$ cat src/rtl/tccs_pkg.sv
// Constants, types and decode helpers for the timer clock select block.
package tccs_pkg;

	// ------------------------------------------------------------------
	// Sizes
	// ------------------------------------------------------------------
	localparam int NUM_CH = 4;
	localparam int NUM_EXT = 4;
	localparam int ADDR_W = 12;
	localparam int DATA_W = 32;
	localparam int PSC_W = 10;

	// ------------------------------------------------------------------
	// Register map and fields
	// ------------------------------------------------------------------
	localparam logic [ADDR_W-1:0] OFS_CTRL_BASE = 12'h000;
	localparam logic [ADDR_W-1:0] OFS_MODE = 12'h010;
	localparam logic [ADDR_W-1:0] OFS_CNT_BASE = 12'h020;
	localparam logic [ADDR_W-1:0] REG_STRIDE = 12'h004;
	localparam int EDGE_HI = 4;
	localparam int EDGE_LO = 3;
	localparam int PSC_MSB = 2;
	localparam logic [7:0] CTRL_RESET = 8'h00;
	localparam logic [7:0] MODE_RESET = 8'h00;
	localparam logic [7:0] CTRL_MASK_WIDE = 8'hFF;
	localparam logic [7:0] CTRL_MASK_NARROW = 8'h7F;
	localparam int MODE_CH1_LSB = 0;
	localparam int MODE_CH2_LSB = 4;
	localparam logic [1:0] PHASE_MD_HI = 2'h1;

	// ------------------------------------------------------------------
	// Prescaler tap bits: bit k toggles every 2^k cycles
	// ------------------------------------------------------------------
	localparam int DIV4_BIT = 1;
	localparam int DIV16_BIT = 3;
	localparam int DIV64_BIT = 5;
	localparam int DIV256_BIT = 7;
	localparam int DIV1024_BIT = 9;

	typedef enum logic [3:0] {
		SRC_DIV1, SRC_DIV4, SRC_DIV16, SRC_DIV64, SRC_DIV256, SRC_DIV1024,
		SRC_EXTA, SRC_EXTB, SRC_EXTC, SRC_EXTD, SRC_CHAIN
	} tccs_src_t;

	typedef struct packed {
		logic              psel;
		logic              penable;
		logic              pwrite;
		logic [ADDR_W-1:0] paddr;
		logic [DATA_W-1:0] pwdata;
	} tccs_apb_req_t;

	typedef struct packed {
		logic              pready;
		logic              pslverr;
		logic [DATA_W-1:0] prdata;
	} tccs_apb_rsp_t;

	function automatic logic [ADDR_W-1:0] addrOf(
		input logic [ADDR_W-1:0] base, input int ch);
		return base + REG_STRIDE * ADDR_W'(ch);
	endfunction

	function automatic tccs_src_t srcOf(input int ch, input logic [2:0] code);
		tccs_src_t s;
		s = SRC_DIV1;
		case (code)
			3'h0: s = SRC_DIV1;
			3'h1: s = SRC_DIV4;
			3'h2: s = SRC_DIV16;
			3'h3: s = SRC_DIV64;
			3'h4: s = (ch == 3) ? SRC_DIV256 : SRC_EXTA;
			3'h5: s = (ch == 3) ? SRC_DIV1024 : SRC_EXTB;
			3'h6: s = (ch == 1) ? SRC_DIV256 : (ch == 3) ? SRC_EXTA : SRC_EXTC;
			3'h7: s = (ch == 0) ? SRC_EXTD : (ch == 1) ? SRC_CHAIN :
				(ch == 2) ? SRC_DIV1024 : SRC_EXTB;
		endcase
		return s;
	endfunction

	function automatic logic edgeHit(input logic prev, input logic cur,
		input logic hi, input logic lo);
		if (hi)
			return prev != cur;
		else if (lo)
			return prev && !cur;
		return !prev && cur;
	endfunction

endpackage

$ cat src/rtl/timer_count_clock_select.sv
// Counter clock source and edge selection for four timer channels.
`timescale 1ns/1ps

module timer_count_clock_select #(
	parameter int CNT_W = 16
) (
	input  wire logic                   clock,
	input  wire logic                   rst_b,
	input  wire tccs_pkg::tccs_apb_req_t apbReq,
	input  wire logic [3:0]             extClock,
	output      tccs_pkg::tccs_apb_rsp_t apbRsp,
	output      logic [3:0]             countEnable
);

	// ------------------------------------------------------------------
	// Parameter check
	// ------------------------------------------------------------------
	if (CNT_W < 2 || CNT_W > tccs_pkg::DATA_W) begin : g_bad_width
		$error("CNT_W must lie between 2 and the bus data width");
	end

	// ------------------------------------------------------------------
	// State
	// ------------------------------------------------------------------
	typedef struct packed {
		logic [tccs_pkg::NUM_CH-1:0][7:0]       timer_control;
		logic [7:0]                             mode;
		logic [tccs_pkg::NUM_CH-1:0][CNT_W-1:0] cnt;
		logic [tccs_pkg::PSC_W-1:0]             psc;
		logic [tccs_pkg::PSC_W-1:0]             pscPrev;
		logic [tccs_pkg::NUM_EXT-1:0]           sync1;
		logic [tccs_pkg::NUM_EXT-1:0]           sync2;
		logic [tccs_pkg::NUM_EXT-1:0]           sync3;
		logic [tccs_pkg::NUM_EXT-1:0]           filt;
		logic [tccs_pkg::NUM_EXT-1:0]           extPrev;
		logic                                   ovf2;
		logic [tccs_pkg::NUM_CH-1:0]            countEnable;
		tccs_pkg::tccs_apb_rsp_t                rsp;
	} tccs_state_t;

	tccs_state_t                 st_r;
	tccs_state_t                 st_nxt;
	logic [tccs_pkg::NUM_CH-1:0] tick;
	logic [tccs_pkg::NUM_CH-1:0] phase;
	tccs_pkg::tccs_src_t         srcSel [tccs_pkg::NUM_CH];

	assign apbRsp = st_r.rsp;
	assign countEnable = st_r.countEnable;

	// ------------------------------------------------------------------
	// Next state
	// ------------------------------------------------------------------
	always_comb begin
		logic hi;
		logic lo;
		logic up;
		logic wrap2;
		logic hit;
		int   pa;
		int   pb;
		hi = 1'b0;
		lo = 1'b0;
		up = 1'b1;
		wrap2 = 1'b0;
		hit = 1'b0;
		pa = 0;
		pb = 1;
		st_nxt = st_r;
		tick = '0;
		st_nxt.psc = st_r.psc + 1'b1;
		st_nxt.pscPrev = st_r.psc;
		// Pin synchroniser; a level is taken once stages two and three agree.
		st_nxt.sync1 = extClock;
		st_nxt.sync2 = st_r.sync1;
		st_nxt.sync3 = st_r.sync2;
		for (int i = 0; i < tccs_pkg::NUM_EXT; i++) begin
			if (st_r.sync2[i] == st_r.sync3[i])
				st_nxt.filt[i] = st_r.sync2[i];
		end
		st_nxt.extPrev = st_r.filt;
		phase = '0;
		phase[1] = st_r.mode[tccs_pkg::MODE_CH1_LSB+2 +: 2] ==
			tccs_pkg::PHASE_MD_HI;
		phase[2] = st_r.mode[tccs_pkg::MODE_CH2_LSB+2 +: 2] ==
			tccs_pkg::PHASE_MD_HI;

		for (int ch = 0; ch < tccs_pkg::NUM_CH; ch++) begin
			srcSel[ch] = tccs_pkg::srcOf(ch,
				st_r.timer_control[ch][tccs_pkg::PSC_MSB:0]);
			hi = st_r.timer_control[ch][tccs_pkg::EDGE_HI];
			lo = st_r.timer_control[ch][tccs_pkg::EDGE_LO];
			if (srcSel[ch] == tccs_pkg::SRC_DIV1 ||
				srcSel[ch] == tccs_pkg::SRC_CHAIN) begin
				hi = 1'b0;
				lo = 1'b0;
			end
			up = 1'b1;
			case (srcSel[ch])
				tccs_pkg::SRC_DIV1: tick[ch] = 1'b1;
				tccs_pkg::SRC_DIV4: tick[ch] = tccs_pkg::edgeHit(
					st_r.pscPrev[tccs_pkg::DIV4_BIT],
					st_r.psc[tccs_pkg::DIV4_BIT], hi, lo);
				tccs_pkg::SRC_DIV16: tick[ch] = tccs_pkg::edgeHit(
					st_r.pscPrev[tccs_pkg::DIV16_BIT],
					st_r.psc[tccs_pkg::DIV16_BIT], hi, lo);
				tccs_pkg::SRC_DIV64: tick[ch] = tccs_pkg::edgeHit(
					st_r.pscPrev[tccs_pkg::DIV64_BIT],
					st_r.psc[tccs_pkg::DIV64_BIT], hi, lo);
				tccs_pkg::SRC_DIV256: tick[ch] = tccs_pkg::edgeHit(
					st_r.pscPrev[tccs_pkg::DIV256_BIT],
					st_r.psc[tccs_pkg::DIV256_BIT], hi, lo);
				tccs_pkg::SRC_DIV1024: tick[ch] = tccs_pkg::edgeHit(
					st_r.pscPrev[tccs_pkg::DIV1024_BIT],
					st_r.psc[tccs_pkg::DIV1024_BIT], hi, lo);
				tccs_pkg::SRC_EXTA: tick[ch] = tccs_pkg::edgeHit(
					st_r.extPrev[0], st_r.filt[0], hi, lo);
				tccs_pkg::SRC_EXTB: tick[ch] = tccs_pkg::edgeHit(
					st_r.extPrev[1], st_r.filt[1], hi, lo);
				tccs_pkg::SRC_EXTC: tick[ch] = tccs_pkg::edgeHit(
					st_r.extPrev[2], st_r.filt[2], hi, lo);
				tccs_pkg::SRC_EXTD: tick[ch] = tccs_pkg::edgeHit(
					st_r.extPrev[3], st_r.filt[3], hi, lo);
				tccs_pkg::SRC_CHAIN: tick[ch] = st_r.ovf2;
				default: tick[ch] = 1'b0;
			endcase
			// Phase counting follows a quadrature pin pair and overrides both
			// the source field and the edge bits.
			if (phase[ch]) begin
				pa = (ch == 1) ? 0 : 2;
				pb = pa + 1;
				tick[ch] = (st_r.filt[pa] != st_r.extPrev[pa]) ||
					(st_r.filt[pb] != st_r.extPrev[pb]);
				up = st_r.filt[pa] ^ st_r.extPrev[pb];
			end
			if (tick[ch]) begin
				if (ch == 2)
					wrap2 = up ? (&st_r.cnt[ch]) : (~|st_r.cnt[ch]);
				st_nxt.cnt[ch] = up ? st_r.cnt[ch] + 1'b1 : st_r.cnt[ch] - 1'b1;
			end
		end
		st_nxt.ovf2 = wrap2;
		st_nxt.countEnable = tick;

		// APB: the setup cycle prepares the answer, the access edge commits.
		st_nxt.rsp.pready = 1'b0;
		if (apbReq.psel && !apbReq.penable) begin
			st_nxt.rsp.pready = 1'b1;
			st_nxt.rsp.pslverr = 1'b1;
			st_nxt.rsp.prdata = '0;
			if (apbReq.paddr == tccs_pkg::OFS_MODE) begin
				st_nxt.rsp.pslverr = 1'b0;
				st_nxt.rsp.prdata[7:0] = st_r.mode;
			end
			for (int ch = 0; ch < tccs_pkg::NUM_CH; ch++) begin
				if (apbReq.paddr == tccs_pkg::addrOf(tccs_pkg::OFS_CTRL_BASE, ch))
				begin
					st_nxt.rsp.pslverr = 1'b0;
					st_nxt.rsp.prdata[7:0] = st_r.timer_control[ch];
				end
				if (apbReq.paddr == tccs_pkg::addrOf(tccs_pkg::OFS_CNT_BASE, ch))
				begin
					st_nxt.rsp.pslverr = 1'b0;
					st_nxt.rsp.prdata[CNT_W-1:0] = st_r.cnt[ch];
				end
			end
		end
		if (apbReq.psel && apbReq.penable && st_r.rsp.pready &&
			apbReq.pwrite && !st_r.rsp.pslverr) begin
			hit = apbReq.paddr == tccs_pkg::OFS_MODE;
			if (hit)
				st_nxt.mode = apbReq.pwdata[7:0];
			for (int ch = 0; ch < tccs_pkg::NUM_CH; ch++) begin
				if (apbReq.paddr == tccs_pkg::addrOf(tccs_pkg::OFS_CTRL_BASE, ch))
					st_nxt.timer_control[ch] = apbReq.pwdata[7:0] &
						((ch == 1 || ch == 2) ? tccs_pkg::CTRL_MASK_NARROW :
						tccs_pkg::CTRL_MASK_WIDE);
				if (apbReq.paddr == tccs_pkg::addrOf(tccs_pkg::OFS_CNT_BASE, ch))
					st_nxt.cnt[ch] = apbReq.pwdata[CNT_W-1:0];
			end
		end
	end

	// ------------------------------------------------------------------
	// Registers
	// ------------------------------------------------------------------
	// Every reset value of this block is zero.
	always_ff @(posedge clock or negedge rst_b) begin
		if (!rst_b)
			st_r <= '0;
		else
			st_r <= st_nxt;
	end

	// ------------------------------------------------------------------
	// Checks
	// ------------------------------------------------------------------
	chk_rising_edge: assert property (
		@(posedge clock) disable iff (!rst_b)
		(srcSel[0] == tccs_pkg::SRC_DIV4 && st_r.timer_control[0][4:3] == 2'b00 &&
		tick[0]) |-> (!st_r.pscPrev[1] && st_r.psc[1]))
		else $error("rising edge select counted a wrong edge");

	chk_falling_edge: assert property (
		@(posedge clock) disable iff (!rst_b)
		(srcSel[0] == tccs_pkg::SRC_DIV4 && st_r.timer_control[0][4:3] == 2'b01 &&
		tick[0]) |-> (st_r.pscPrev[1] && !st_r.psc[1]))
		else $error("falling edge select counted a wrong edge");

	chk_both_edges: assert property (
		@(posedge clock) disable iff (!rst_b)
		(srcSel[0] == tccs_pkg::SRC_DIV16 && st_r.timer_control[0][4]) |->
		(tick[0] == (st_r.pscPrev[3] != st_r.psc[3])))
		else $error("both edge select missed an edge");

	chk_undivided_rising: assert property (
		@(posedge clock) disable iff (!rst_b)
		(srcSel[0] == tccs_pkg::SRC_DIV1) |-> tick[0])
		else $error("undivided source failed to count every cycle");

	chk_chain_rising: assert property (
		@(posedge clock) disable iff (!rst_b)
		(srcSel[1] == tccs_pkg::SRC_CHAIN && !phase[1]) |->
		(tick[1] == st_r.ovf2))
		else $error("chained source did not follow the wrap event");

	chk_independent_src: assert property (
		@(posedge clock) disable iff (!rst_b)
		(st_r.timer_control[0][2:0] == 3'h4 && st_r.timer_control[3][2:0] == 3'h4) |->
		(srcSel[0] == tccs_pkg::SRC_EXTA &&
		srcSel[3] == tccs_pkg::SRC_DIV256))
		else $error("channel sources are not independent");

	chk_ch0_decode: assert property (
		@(posedge clock) disable iff (!rst_b)
		(st_r.timer_control[0][2:0] == 3'h7) |-> (srcSel[0] == tccs_pkg::SRC_EXTD))
		else $error("channel 0 code 7 not mapped to pin D");

	chk_ch1_decode: assert property (
		@(posedge clock) disable iff (!rst_b)
		(st_r.timer_control[1][2:0] == 3'h6) |-> (srcSel[1] == tccs_pkg::SRC_DIV256))
		else $error("channel 1 code 6 not mapped to divide by 256");

	chk_ch2_decode: assert property (
		@(posedge clock) disable iff (!rst_b)
		(st_r.timer_control[2][2:0] == 3'h7) |-> (srcSel[2] == tccs_pkg::SRC_DIV1024))
		else $error("channel 2 code 7 not mapped to divide by 1024");

	chk_ch3_decode: assert property (
		@(posedge clock) disable iff (!rst_b)
		(st_r.timer_control[3][2:0] == 3'h5) |-> (srcSel[3] == tccs_pkg::SRC_DIV1024))
		else $error("channel 3 code 5 not mapped to divide by 1024");

	chk_ch1_phase_ignore: assert property (
		@(posedge clock) disable iff (!rst_b)
		(phase[1] && st_r.filt[1:0] == st_r.extPrev[1:0]) |-> !tick[1])
		else $error("channel 1 counted from its source in phase mode");

	chk_ch2_phase_ignore: assert property (
		@(posedge clock) disable iff (!rst_b)
		(phase[2] && st_r.filt[3:2] == st_r.extPrev[3:2]) |-> !tick[2])
		else $error("channel 2 counted from its source in phase mode");

	chk_reset_source: assert property (
		@(posedge clock)
		$rose(rst_b) |-> (st_r.timer_control == {tccs_pkg::NUM_CH{tccs_pkg::CTRL_RESET}}
		&& srcSel[0] == tccs_pkg::SRC_DIV1))
		else $error("source field not zero after reset");

	chk_double_rate: assert property (
		@(posedge clock) disable iff (!rst_b)
		(srcSel[0] == tccs_pkg::SRC_DIV4 && st_r.timer_control[0][4] && tick[0]) |->
		##2 (tick[0] || st_r.timer_control[0] != $past(st_r.timer_control[0], 2)))
		else $error("both edges of divide by 4 did not count every 2 cycles");

	chk_ext_single_pulse: assert property (
		@(posedge clock) disable iff (!rst_b)
		(tick[0] && srcSel[0] == tccs_pkg::SRC_EXTA) |=>
		(!tick[0] || srcSel[0] != tccs_pkg::SRC_EXTA))
		else $error("pin edge gave a count enable longer than one cycle");

	chk_enable_output: assert property (
		@(posedge clock) disable iff (!rst_b)
		tick[0] |=> countEnable[0])
		else $error("count enable output did not follow the tick");

	chk_falling_pin: assert property (
		@(posedge clock) disable iff (!rst_b)
		(srcSel[0] == tccs_pkg::SRC_EXTA && st_r.timer_control[0][4:3] == 2'b01 &&
		tick[0]) |-> (st_r.extPrev[0] && !st_r.filt[0]))
		else $error("falling edge select counted a rising pin edge");

	chk_ch0_pin_a: assert property (
		@(posedge clock) disable iff (!rst_b)
		(st_r.timer_control[0][2:0] == 3'h4) |-> (srcSel[0] == tccs_pkg::SRC_EXTA))
		else $error("channel 0 code 4 not mapped to pin A");

	chk_ch1_chain_code: assert property (
		@(posedge clock) disable iff (!rst_b)
		(st_r.timer_control[1][2:0] == 3'h7) |-> (srcSel[1] == tccs_pkg::SRC_CHAIN))
		else $error("channel 1 code 7 not mapped to the channel 2 wrap");

	chk_ch2_pin_c: assert property (
		@(posedge clock) disable iff (!rst_b)
		(st_r.timer_control[2][2:0] == 3'h6) |-> (srcSel[2] == tccs_pkg::SRC_EXTC))
		else $error("channel 2 code 6 not mapped to pin C");

	chk_ch3_pin_a: assert property (
		@(posedge clock) disable iff (!rst_b)
		(st_r.timer_control[3][2:0] == 3'h6) |-> (srcSel[3] == tccs_pkg::SRC_EXTA))
		else $error("channel 3 code 6 not mapped to pin A");

	chk_phase_any_edge: assert property (
		@(posedge clock) disable iff (!rst_b)
		(phase[1] && st_r.filt[0] != st_r.extPrev[0]) |-> tick[1])
		else $error("phase mode channel 1 missed a pin edge");

	chk_filter_hold: assert property (
		@(posedge clock) disable iff (!rst_b)
		(st_r.sync2[0] != st_r.sync3[0]) |=> $stable(st_r.filt[0]))
		else $error("pin filter took a level before two stages agreed");

	cov_both_edges: cover property (@(posedge clock) disable iff (!rst_b)
		srcSel[0] == tccs_pkg::SRC_DIV4 && st_r.timer_control[0][4] && tick[0]);
	cov_chain_tick: cover property (@(posedge clock) disable iff (!rst_b)
		srcSel[1] == tccs_pkg::SRC_CHAIN && tick[1]);
	cov_phase_tick: cover property (@(posedge clock) disable iff (!rst_b)
		phase[1] && tick[1]);
	cov_ext_tick: cover property (@(posedge clock) disable iff (!rst_b)
		srcSel[0] == tccs_pkg::SRC_EXTA && tick[0]);

endmodule // timer_count_clock_select

$ cat config.mk
export PLATFORM = sky130hd
export DESIGN_NAME = timer_count_clock_select
export DESIGN_NICKNAME = d
export VERILOG_FILES = /design/src/rtl/tccs_pkg.sv /design/src/rtl/timer_count_clock_select.sv
export SDC_FILE = /design/constraint.sdc
export NUM_CORES = 1
export LEC_CHECK = 0
export CORE_ASPECT_RATIO = 0.6
export CORE_MARGIN = 4
export CORE_UTILIZATION = 50
export DETAILED_ROUTE_END_ITERATION = 8
export DONT_BUFFER_PORTS = 1
export SLEW_MARGIN = 20
export SYNTH_ARGS = -nofsm -noshare
export SYNTH_HDL_FRONTEND = slang
export SYNTH_SLANG_ARGS = --single-unit
$ cat constraint.sdc
create_clock -name clock -period 8.8 [get_ports clock]
set_clock_uncertainty 0.1 [all_clocks]
set_input_delay 0.88 -clock clock [delete_from_list [all_inputs] [get_ports clock]]
set_output_delay 0.88 -clock clock [all_outputs]
set_load 0.03 [all_outputs]
==> summary.txt, run 1 <==
Floorplan
  • Initial core utilization: 51.8%
  • IO Count: 91
  • Total die area: 0.0235 mm^2
  • Num rows: 40
  • Die Span Y: 120 um
  • Core area: 0.0203 mm^2
  • Die width: 195 um

Setup path
  • Critical Path AT: 4.54 ns
  • Worst Setup SP: st_r[149]$_DFFE_PN0P_
  • CP Launch Type: register
  • Crit path capture type: register
  • Crit Path Max Fanout: 14
  • CP Class: register to register
  • Critical path required time: 9.05 ns
  • Reg2reg start: st_r[149]$_DFFE_PN0P_

Layout
  • Most frequent cells in the layout: 160 x dfrtp_1, 113 x nand2_1, 87 x o21ai_0
  • Share of cells above drive strength 1: 8.81%
  • ANT cells: 0
  • Area of the multi-input gates: 0.00581 mm^2
  • Synth-to-Final Area Change: 4.13%
  • Design Area, Final: 0.0110 mm^2
  • Register area: 0.00400 mm^2
  • # nets final: 1196
  • Most common cell after layout, fill and taps aside: dfrtp_1
  • # fillers: 1911

Power
  • Leakage: 0.00499 uW
  • Pint: 1240 uW
  • Comb pwr share: 7.9%
  • Clock power share: 43.6%
  • P_sw: 423 uW
  • Sequential Power Share: 48.4%
  • Pwr dens: 152 mW/mm^2
  • Peak VDD IR: 0.000137 V
  • Sw Ratio: 25.4%

Clock network
  • Htree depth: 4
  • CTS max path bufs: 2
  • Clk Tree Root Cell: clkbuf_16
  • Num CTS Buffers: 17
  • Setup Fix Bufs, Post-CTS: 0
  • CTS clk-pin slew, worst paths: 0.07 ns
  • Post-CTS Hold Buffers: 0
  • Sink Count: 160
  • Post-CTS sizing: 0
  • Clock latency on the worst-skew pair: 0.44 ns
  • CTS tree: built

Routing
  • Number of routed nets with antenna violations: 0
  • Post-route DRC violation count: 0
  • Drt initial violations: 968
  • WL final: 28200 um
  • Vias: 8118
  • Pre-antenna DRT Iters: 7
  • DR vias/cell: 5.91
  • WL/cell: 20.5 um

Placed design
  • Pre-CTS setup slack: 4.50 ns
  • IO Port Bufs: 0
  • Final HPWL DP: 20600 um
  • Placer Congestion: 0.931
  • Cell Area, Placed: 0.0104 mm^2

Min path
  • HP Class: primary input to asynchronous set/reset pin

Logic synthesis
  • Post-Syn Instances: 1144
  • Sequential area share after synthesis: 38.1%
  • Synthesized flop and latch total: 160
  • Yosys warns: 0
  • Synth Flop Type: dfrtp_1
  • Netlist cell types: 79
  • Synth Cell Area: 0.0105 mm^2
  • Post-synth EDFFs: 0
  • Mapped Avg Cell Area: 9.20 um^2
  • Ys async rst share: 100%

Timing
  • Relative slew slack: 28.0%
  • F_max: 233 MHz
  • Least-Margin Pin Slew: 1.07 ns
  • RSZ-0062 raised after global routing: no
  • Min Clock Period, post-route: 4.29 ns
  • Final Max Tran Viols: 0
  • Final setup fails: 0
  • TNS Setup: 0 ns
  • Fin. Hold Viols: 0
  • Worst Slack Setup Final: 4.51 ns
  • Tcrit/Tclk final: 48.8%

Global route
  • GR Layer Usage met3: 7.13%
  • Vias in the first global route: 7492
  • First-pass GRT wire length: 44900 um
  • Overall Global Routing Usage: 24.5%
  • Grt met2 use: 30.0%
  • Initial antenna violation count: 0
  • Grt peak-use layer: met1
  • Largest net degree at the start of global routing: 161
  • GR Layer Usage met1: 41.0%
  • Gr ovfl total: 0

Run
  • Max Cap Viol: 0

Outcome
  • Outcome: finished clean
[cell usage after synthesis, drive strengths merged, types with 8 or more instances]
| cell | number | area, um^2 |
|---|---|---|
| dfrtp | 160 | 4000 |
| nand2 | 116 | 445 |
| o21ai | 89 | 445 |
| nor2 | 84 | 315 |
| a21oi | 79 | 395 |
| buf | 63 | 437 |
| inv | 54 | 203 |
| ha | 53 | 663 |
| xnor2 | 45 | 394 |
| mux2 | 44 | 495 |
| mux2i | 43 | 430 |
| clkbuf | 31 | 118 |
| nand3 | 31 | 168 |
| nor3 | 26 | 158 |
| and3 | 20 | 125 |
| xor2 | 16 | 140 |
| a22oi | 15 | 113 |
| a21o | 13 | 97.6 |
| nor2b | 13 | 81.3 |
| nand4 | 12 | 90.1 |
| a211oi | 11 | 92.6 |
| a222oi | 9 | 90.1 |
| nor4 | 8 | 71.3 |
| o211ai | 8 | 60.1 |
[state kept, by name, indices dropped and copies added (netlist names)]
| name | count |
|---|---|
| countEnable | 4 |
| st_r | 116 |
| st_nxt | 22 |
| apbRsp | 18 |
[per-layer routing]
layer | part of all wire (%) | up-vias
met1 | 53 | 3896
met3 | 9.0 | 19
met2 | 37 | 296
met4 | 0.71 | 2
li1 | - | 3905
met5 | 0.19 | -
[worst max-delay path: stages (launching register included)]
cell	delay, ns
dfrtp_1	0.38
nor2b_1	0.46
nand2_1	0.34
inv_1	0.50
ha_1	0.37
nor2b_1	0.17
o21ai_0	0.29
a21boi_0	0.22
o211ai_1	0.25
a21oi_1	0.12
nor3_1	0.39
nor3b_1	0.10
or3b_1	0.35
a31oi_1	0.15
[cell families after synthesis]
logic type / synth area share [%]
compound gates: 16.2
other cells: 0.0356
buf+inv: 7.27
xor+xnor: 5.08
mux: 9.44
simple gates: 16.9
fa+ha+maj: 7.06
flops: 38.1
[power groups by stage]
stage	clock network (uW)	logic, uW	registers [uW]
2_1_floorplan	0	122	803
3_3_place_gp	0	127	818
3_5_place_dp	0	129	819
4_1_cts	735	130	806
5_1_grt	769	148	811
6_report	727	132	807
[final cells by class]
cell class,count,share of cell area (%)
multi-input combinational,849,53.0
sequential,160,36.5
clock buffer,22,4.05
tap,273,3.12
inverter,56,1.92
clock inverter,10,1.04
timing repair buffer,4,0.274
[path summary, 6_finish.rpt]
kind | endpoint | slack [ns] | depth (start not counted)
max | st_r[123]$_DFF_PN0_ | 4.51 | 13
min reg2reg | st_nxt[50]$_DFF_PN0_ | 0.25 | 0
min in group clock | st_nxt[50]$_DFF_PN0_ | 0.25 | 0
max in group asynchronous | st_nxt[54]$_DFF_PN0_ | 8.26 | 0
max reg2reg | st_r[123]$_DFF_PN0_ | 4.51 | 13
min | st_nxt[51]$_DFF_PN0_ | 0.04 | 0
[per-stage QoR]
step           power (uW)  hold slack (ns)  cells  utilization (%)
2_1_floorplan         925            0.231   1159                -
3_3_place_gp          946            0.235   1342             51.2
6_report             1670           0.0425   1374             53.9
5_1_grt              1730           0.0180   1374             53.9
4_1_cts              1670           0.0198   1374             53.9
3_5_place_dp          948            0.235   1342             51.2
No activity file was read; power rests on OpenSTA's default activity.
==> inputs of run 2 (changes only) <==
==> constraint.sdc (replaced) <==
create_clock -name clock -period 4.2 [get_ports clock]
set_clock_uncertainty 0.1 [all_clocks]
set_input_delay 0.42 -clock clock [delete_from_list [all_inputs] [get_ports clock]]
set_output_delay 0.42 -clock clock [all_outputs]
set_load 0.03 [all_outputs]
==> summary.txt, run 2 (synthesis gave the netlist of run 1 again) <==
Outcome
  • Outcome: finished, violations left
  • Failing checks: negative hold slack

Timing
  • Final Max Tran Viols: 0
  • Fin. Hold Viols: 160
  • RSZ-0062 raised after global routing: no
  • Min Clock Period, post-route: 3.61 ns
  • Final setup fails: 0
  • Relative slew slack: 34.4%
  • Tcrit/Tclk final: 86.0%
  • Worst hold slack: -0.423 ns
  • F_max: 277 MHz
  • TNS Setup: 0 ns
  • Least-Margin Pin Slew: 0.976 ns

Global route
  • Largest net degree at the start of global routing: 161
  • Gr ovfl total: 0
  • Vias in the first global route: 7739
  • First-pass GRT wire length: 46000 um
  • Overall Global Routing Usage: 25.3%
  • Initial antenna violation count: 1

Floorplan
  • Die Span Y: 120 um
  • IO Count: 91
  • Total die area: 0.0235 mm^2
  • Initial core utilization: 51.8%
  • Num rows: 40
  • Die width: 195 um
  • Core area: 0.0203 mm^2

Clock network
  • Post-CTS sizing: 0
  • CTS tree: built
  • CTS clk-pin slew, worst paths: 0.07 ns
  • Clk Tree Root Cell: clkbuf_16
  • Htree depth: 4
  • Sink Count: 160
  • Clock latency on the worst-skew pair: 0.44 ns
  • CTS max path bufs: 2
  • Post-CTS Hold Buffers: 20
  • Num CTS Buffers: 17

Routing
  • Vias: 8277
  • Post-route DRC violation count: 0
  • WL final: 29500 um
  • Pre-antenna DRT Iters: 5
  • Number of routed nets with antenna violations: 0
  • Drt initial violations: 994
  • DR vias/cell: 5.89
  • WL/cell: 21.0 um

Setup path
  • CP Launch Type: register
  • Critical path required time: 4.41 ns
  • Crit path capture type: register
  • CP Class: register to register
  • R2R depth: 13
  • Critical Path AT: 3.82 ns
  • RR Endpoint: st_r[126]$_DFF_PN0_
  • Reg2Reg Setup Slack: 0.59 ns
  • Slowest cell on crit path: dfrtp_1
  • Crit path cell chain: xnor2_1 -> nand2_1 -> inv_1 -> ha_1 -> a211oi_1 -> o21ai_0 -> a31oi_1 -> a211oi_1 -> o31ai_1 -> a21oi_1 -> nor3b_2 -> xnor2_1 -> a21oi_1
  • Reg2reg start: st_nxt[41]$_DFFE_PN0N_
  • Max incr delay on CP: 0.43 ns
  • Crit Path Max Fanout: 7

Layout
  • Share of cells above drive strength 1: 9.81%
  • Synth-to-Final Area Change: 6.99%
  • Max reg flops: 116
  • Most common cell after layout, fill and taps aside: dfrtp_1
  • Final design utilization: 55.4%
  • # fillers: 1845
  • Most frequent cells in the layout: 160 x dfrtp_1, 113 x nand2_1, 87 x o21ai_0
  • Finished Layout Cells: 1405
  • Design Area, Final: 0.0113 mm^2
  • Top reg by flops: st_r
  • # nets final: 1226

Power
  • Final Power: 3560 uW
  • Leakage: 0.00514 uW
  • Pwr dens: 316 mW/mm^2
  • Peak VDD IR: 0.000306 V

Placed design
  • IO Port Bufs: 0
  • Final HPWL DP: 21000 um
  • Placer Congestion: 0.959
  • Cell count after placement: 1352
  • Cell Area, Placed: 0.0105 mm^2

Min path
  • HP Class: primary input to asynchronous set/reset pin

Run
  • Max Cap Viol: 0
==> run 2: cell count changes in the layout (fill, tap and decap cells not counted) <==
cell and delta:
buf_4 +10, clkbuf_1 -4, clkbuf_8 +1, clkinv_4 +1, clkinvlp_4 +1, diode_2 +1
dlygate4sd3_1 +20, inv_6 +1
==> run 2: final cells by class <==
cell class	instances	area (um^2)	share of cell area [%]
Clock buffer	19	443	3.93
Timing Repair Buffer	34	305	2.71
Multi-Input combinational cell	849	5810	51.6
Sequential cell	160	4000	35.6
Tap cell	273	342	3.03
Clock inverter	13	139	1.23
Inverter	56	210	1.87
Antenna cell	1	2.50	0.0222
==> run 2: how the worst max path moves through the flow <==
| stage | start | endpoint | depth (start not counted) |
|---|---|---|---|
| floorplan | st_r[150]$_DFFE_PN0P_ | st_r[123]$_DFF_PN0_ | 13 |
| detailed placement | st_nxt[41]$_DFFE_PN0N_ | st_r[123]$_DFF_PN0_ | 13 |
| global route | st_nxt[41]$_DFFE_PN0N_ | st_r[126]$_DFF_PN0_ | 13 |
| global placement | st_nxt[41]$_DFFE_PN0N_ | st_r[126]$_DFF_PN0_ | 13 |
| CTS | st_nxt[41]$_DFFE_PN0N_ | st_r[126]$_DFF_PN0_ | 13 |
| finish | st_nxt[41]$_DFFE_PN0N_ | st_r[126]$_DFF_PN0_ | 13 |
==> run 2: through the flow <==
stage	hold WS [ns]	worst slack (ns)
2_1_floorplan	0.0244	1.05
3_3_place_gp	0.0287	0.723
3_5_place_dp	0.0291	0.646
4_1_cts	-0.436	0.549
5_1_grt	-0.441	0.100
6_report	-0.423	0.590
==> run 2: report_power, final <==
part,total (uW),leakage [uW],switching (uW),internal (uW)
Clock,1560,0.000271,671,890
Sequential,1680,0.00206,75.6,1610
Combinational,310,0.00280,171,139
Total,3560,0.00514,917,2640
==> run 2: metal layers <==
| layer | routed length, um | vias to the layer above | track usage [%] |
|---|---|---|---|
| met1 | 15200 | 3957 | 41.6 |
| met3 | 3250 | 15 | 9.08 |
| met2 | 10800 | 347 | 31.0 |
| met5 | 0 | - | 0 |
| li1 | - | 3958 | - |
| met4 | 170 | 0 | 4.32 |
==> run 2: critical path: cells and delay by family, from the launching register on <==
| family | cells | cell delay, ns |
|---|---|---|
| xor gates and xnor gates | 2 | 0.38 |
| and+or+nand+nor | 2 | 0.32 |
| DFF | 1 | 0.43 |
| adders and majority gates | 1 | 0.30 |
| buffers and inverters | 1 | 0.22 |
| AOI/OAI and AO/OA | 7 | 1.74 |
==> run 2: what timing repair did <==
action / in CTS / in global routing
endpoints found under the hold margin: 185 / 160
setup endpoints to repair: 0 / 0
buffers inserted: 0 / 0
==> inputs of run 3 (changes only) <==
--- a/config.mk
+++ b/config.mk
@@ -10,6 +10,7 @@
 export CORE_UTILIZATION = 50
 export DETAILED_ROUTE_END_ITERATION = 8
 export DONT_BUFFER_PORTS = 1
+export PLACE_DENSITY = 0.66
 export SLEW_MARGIN = 20
 export SYNTH_ARGS = -nofsm -noshare
 export SYNTH_HDL_FRONTEND = slang
==> summary.txt, run 3 (synthesis gave the netlist of run 1 again) <==
Min path
  • HP Class: primary input to asynchronous set/reset pin

Setup path
  • CP Launch Type: register
  • Crit Path Max Fanout: 7
  • Slowest cell on crit path: a21boi_0
  • Crit path cell chain: nor2b_1 -> buf_4 -> nand2_1 -> inv_1 -> ha_1 -> nor2b_1 -> o21ai_0 -> a21boi_0 -> o211ai_1 -> a21oi_1 -> nor3_1 -> o31ai_1 -> mux2_2 -> nor2_1
  • CP Class: register to register
  • Max incr delay on CP: 0.41 ns
  • Most frequent cell on the critical path: nor2b_1
  • Crit path capture type: register
  • Critical path required time: 4.45 ns
  • Critical Path AT: 4.04 ns

Floorplan
  • Initial core utilization: 51.8%
  • Die width: 195 um
  • IO Count: 91
  • Core area: 0.0203 mm^2
  • Num rows: 40
  • Die Span Y: 120 um
  • Total die area: 0.0235 mm^2

Global route
  • Overall Global Routing Usage: 24.7%
  • Initial antenna violation count: 0
  • Gr ovfl total: 0
  • First-pass GRT wire length: 45500 um
  • Largest net degree at the start of global routing: 161
  • Vias in the first global route: 7781

Timing
  • Worst Slack Setup Final: 0.412 ns
  • Least-Margin Pin Slew: 1.03 ns
  • TNS Setup: 0 ns
  • RSZ-0062 raised after global routing: no
  • Final Max Tran Viols: 0
  • Worst hold slack: -0.412 ns
  • Min Clock Period, post-route: 3.79 ns
  • Relative slew slack: 31.0%
  • Fin. Hold Viols: 160
  • Tcrit/Tclk final: 90.2%
  • Final setup fails: 0
  • F_max: 264 MHz

Placed design
  • Placer Congestion: 0.957
  • Cell count after placement: 1351
  • IO Port Bufs: 0
  • Final HPWL DP: 20700 um
  • Pre-CTS setup slack: 0.617 ns

Routing
  • Vias: 8391
  • Number of routed nets with antenna violations: 0
  • DR vias/cell: 6.02
  • WL final: 28700 um
  • Post-route DRC violation count: 0
  • Drt initial violations: 925
  • WL/cell: 20.6 um
  • Pre-antenna DRT Iters: 9

Layout
  • Finished Layout Cells: 1394
  • Share of cells above drive strength 1: 9.81%
  • Synth-to-Final Area Change: 6.72%
  • ANT cells: 0
  • Final design utilization: 55.3%
  • Top reg by flops: st_r
  • Max reg flops: 116
  • Most common cell after layout, fill and taps aside: dfrtp_1
  • # nets final: 1216
  • Most frequent cells in the layout: 160 x dfrtp_1, 113 x nand2_1, 87 x o21ai_0

Clock network
  • Post-CTS sizing: 0
  • Num CTS Buffers: 17
  • Clock latency on the worst-skew pair: 0.43 ns
  • CTS clk-pin slew, worst paths: 0.06 ns
  • Htree depth: 4
  • Clk Tree Root Cell: clkbuf_16
  • CTS max path bufs: 2
  • CTS tree: built
  • Sink Count: 160

Power
  • Leakage: 0.00514 uW
  • Pwr dens: 332 mW/mm^2
  • Peak VDD IR: 0.000291 V

Outcome
  • Failing checks: negative hold slack
  • Outcome: finished, violations left

Run
  • Max Cap Viol: 0
## run 3: per-layer routing
| metal | up-vias | GRT usage [%] | routed length [um] |
|---|---|---|---|
| met5 | - | 0 | 0 |
| met4 | 0 | 4.53 | 335 |
| met3 | 33 | 7.66 | 2940 |
| met2 | 362 | 30.9 | 10800 |
| met1 | 4053 | 40.9 | 14600 |
| li1 | 3943 | - | - |
## run 3: final timing paths
| path | endpoint | slack [ns] | depth (start not counted) | startpoint |
|---|---|---|---|---|
| worst max register to register | st_r[125]$_DFF_PN0_ | 0.41 | 14 | st_r[149]$_DFFE_PN0P_ |
| max in group asynchronous | st_r[119]$_DFF_PN0_ | 4.14 | 0 | rst_b |
| worst min register to register | st_nxt[50]$_DFF_PN0_ | 0.25 | 0 | st_nxt[54]$_DFF_PN0_ |
| min in group clock | st_r[178]$_DFFE_PN0P_ | 0.01 | 2 | apbReq[3] |
| worst min-delay path | st_nxt[51]$_DFF_PN0_ | -0.41 | 0 | rst_b |
| worst max-delay path | st_r[125]$_DFF_PN0_ | 0.41 | 14 | st_r[149]$_DFFE_PN0P_ |
## run 3: through the flow
stage / power [uW] / hold WS, ns / instance area [um^2]
after global placement: 1980 / 0.0301 / 10500
after detailed placement: 1990 / 0.0304 / 10500
after floorplan: 1940 / 0.0244 / 10600
after global routing: 3860 / -0.432 / 11200
after CTS: 3740 / -0.427 / 11200
final: 3720 / -0.412 / 11200
## run 3: power by group
group | internal (uW) | total [uW] | switching [uW]
clock network | 1070 | 1740 | 669
registers | 1610 | 1690 | 78.7
logic | 133 | 295 | 162
## run 3: final cells by class
cell class,instances,area [um^2]
inverters,56,210
clock inverters,13,210
flip-flops and latches,160,4000
multi-input cells,849,5810
repair buffers,24,208
clock buffers,19,443
fillers,1850,9090
well taps,273,342
## run 3: critical path, delay by kind of cell (launching register included)
kind                     cells  cell delay [ns]
AND/OR/NAND/NOR              5             0.78
multiplexers                 1             0.38
adder cells (fa/ha/maj)      1             0.37
flip-flops                   1             0.40
buffers and inverters        2             0.35
AO/OA/AOI/OAI                5             1.33
## run 3: repair_timing
action                     4_1_cts  5_1_grt
hold buffers                    10        1
setup endpoints to repair        0        0
setup buffers                    0        0
hold endpoints to repair       171      161
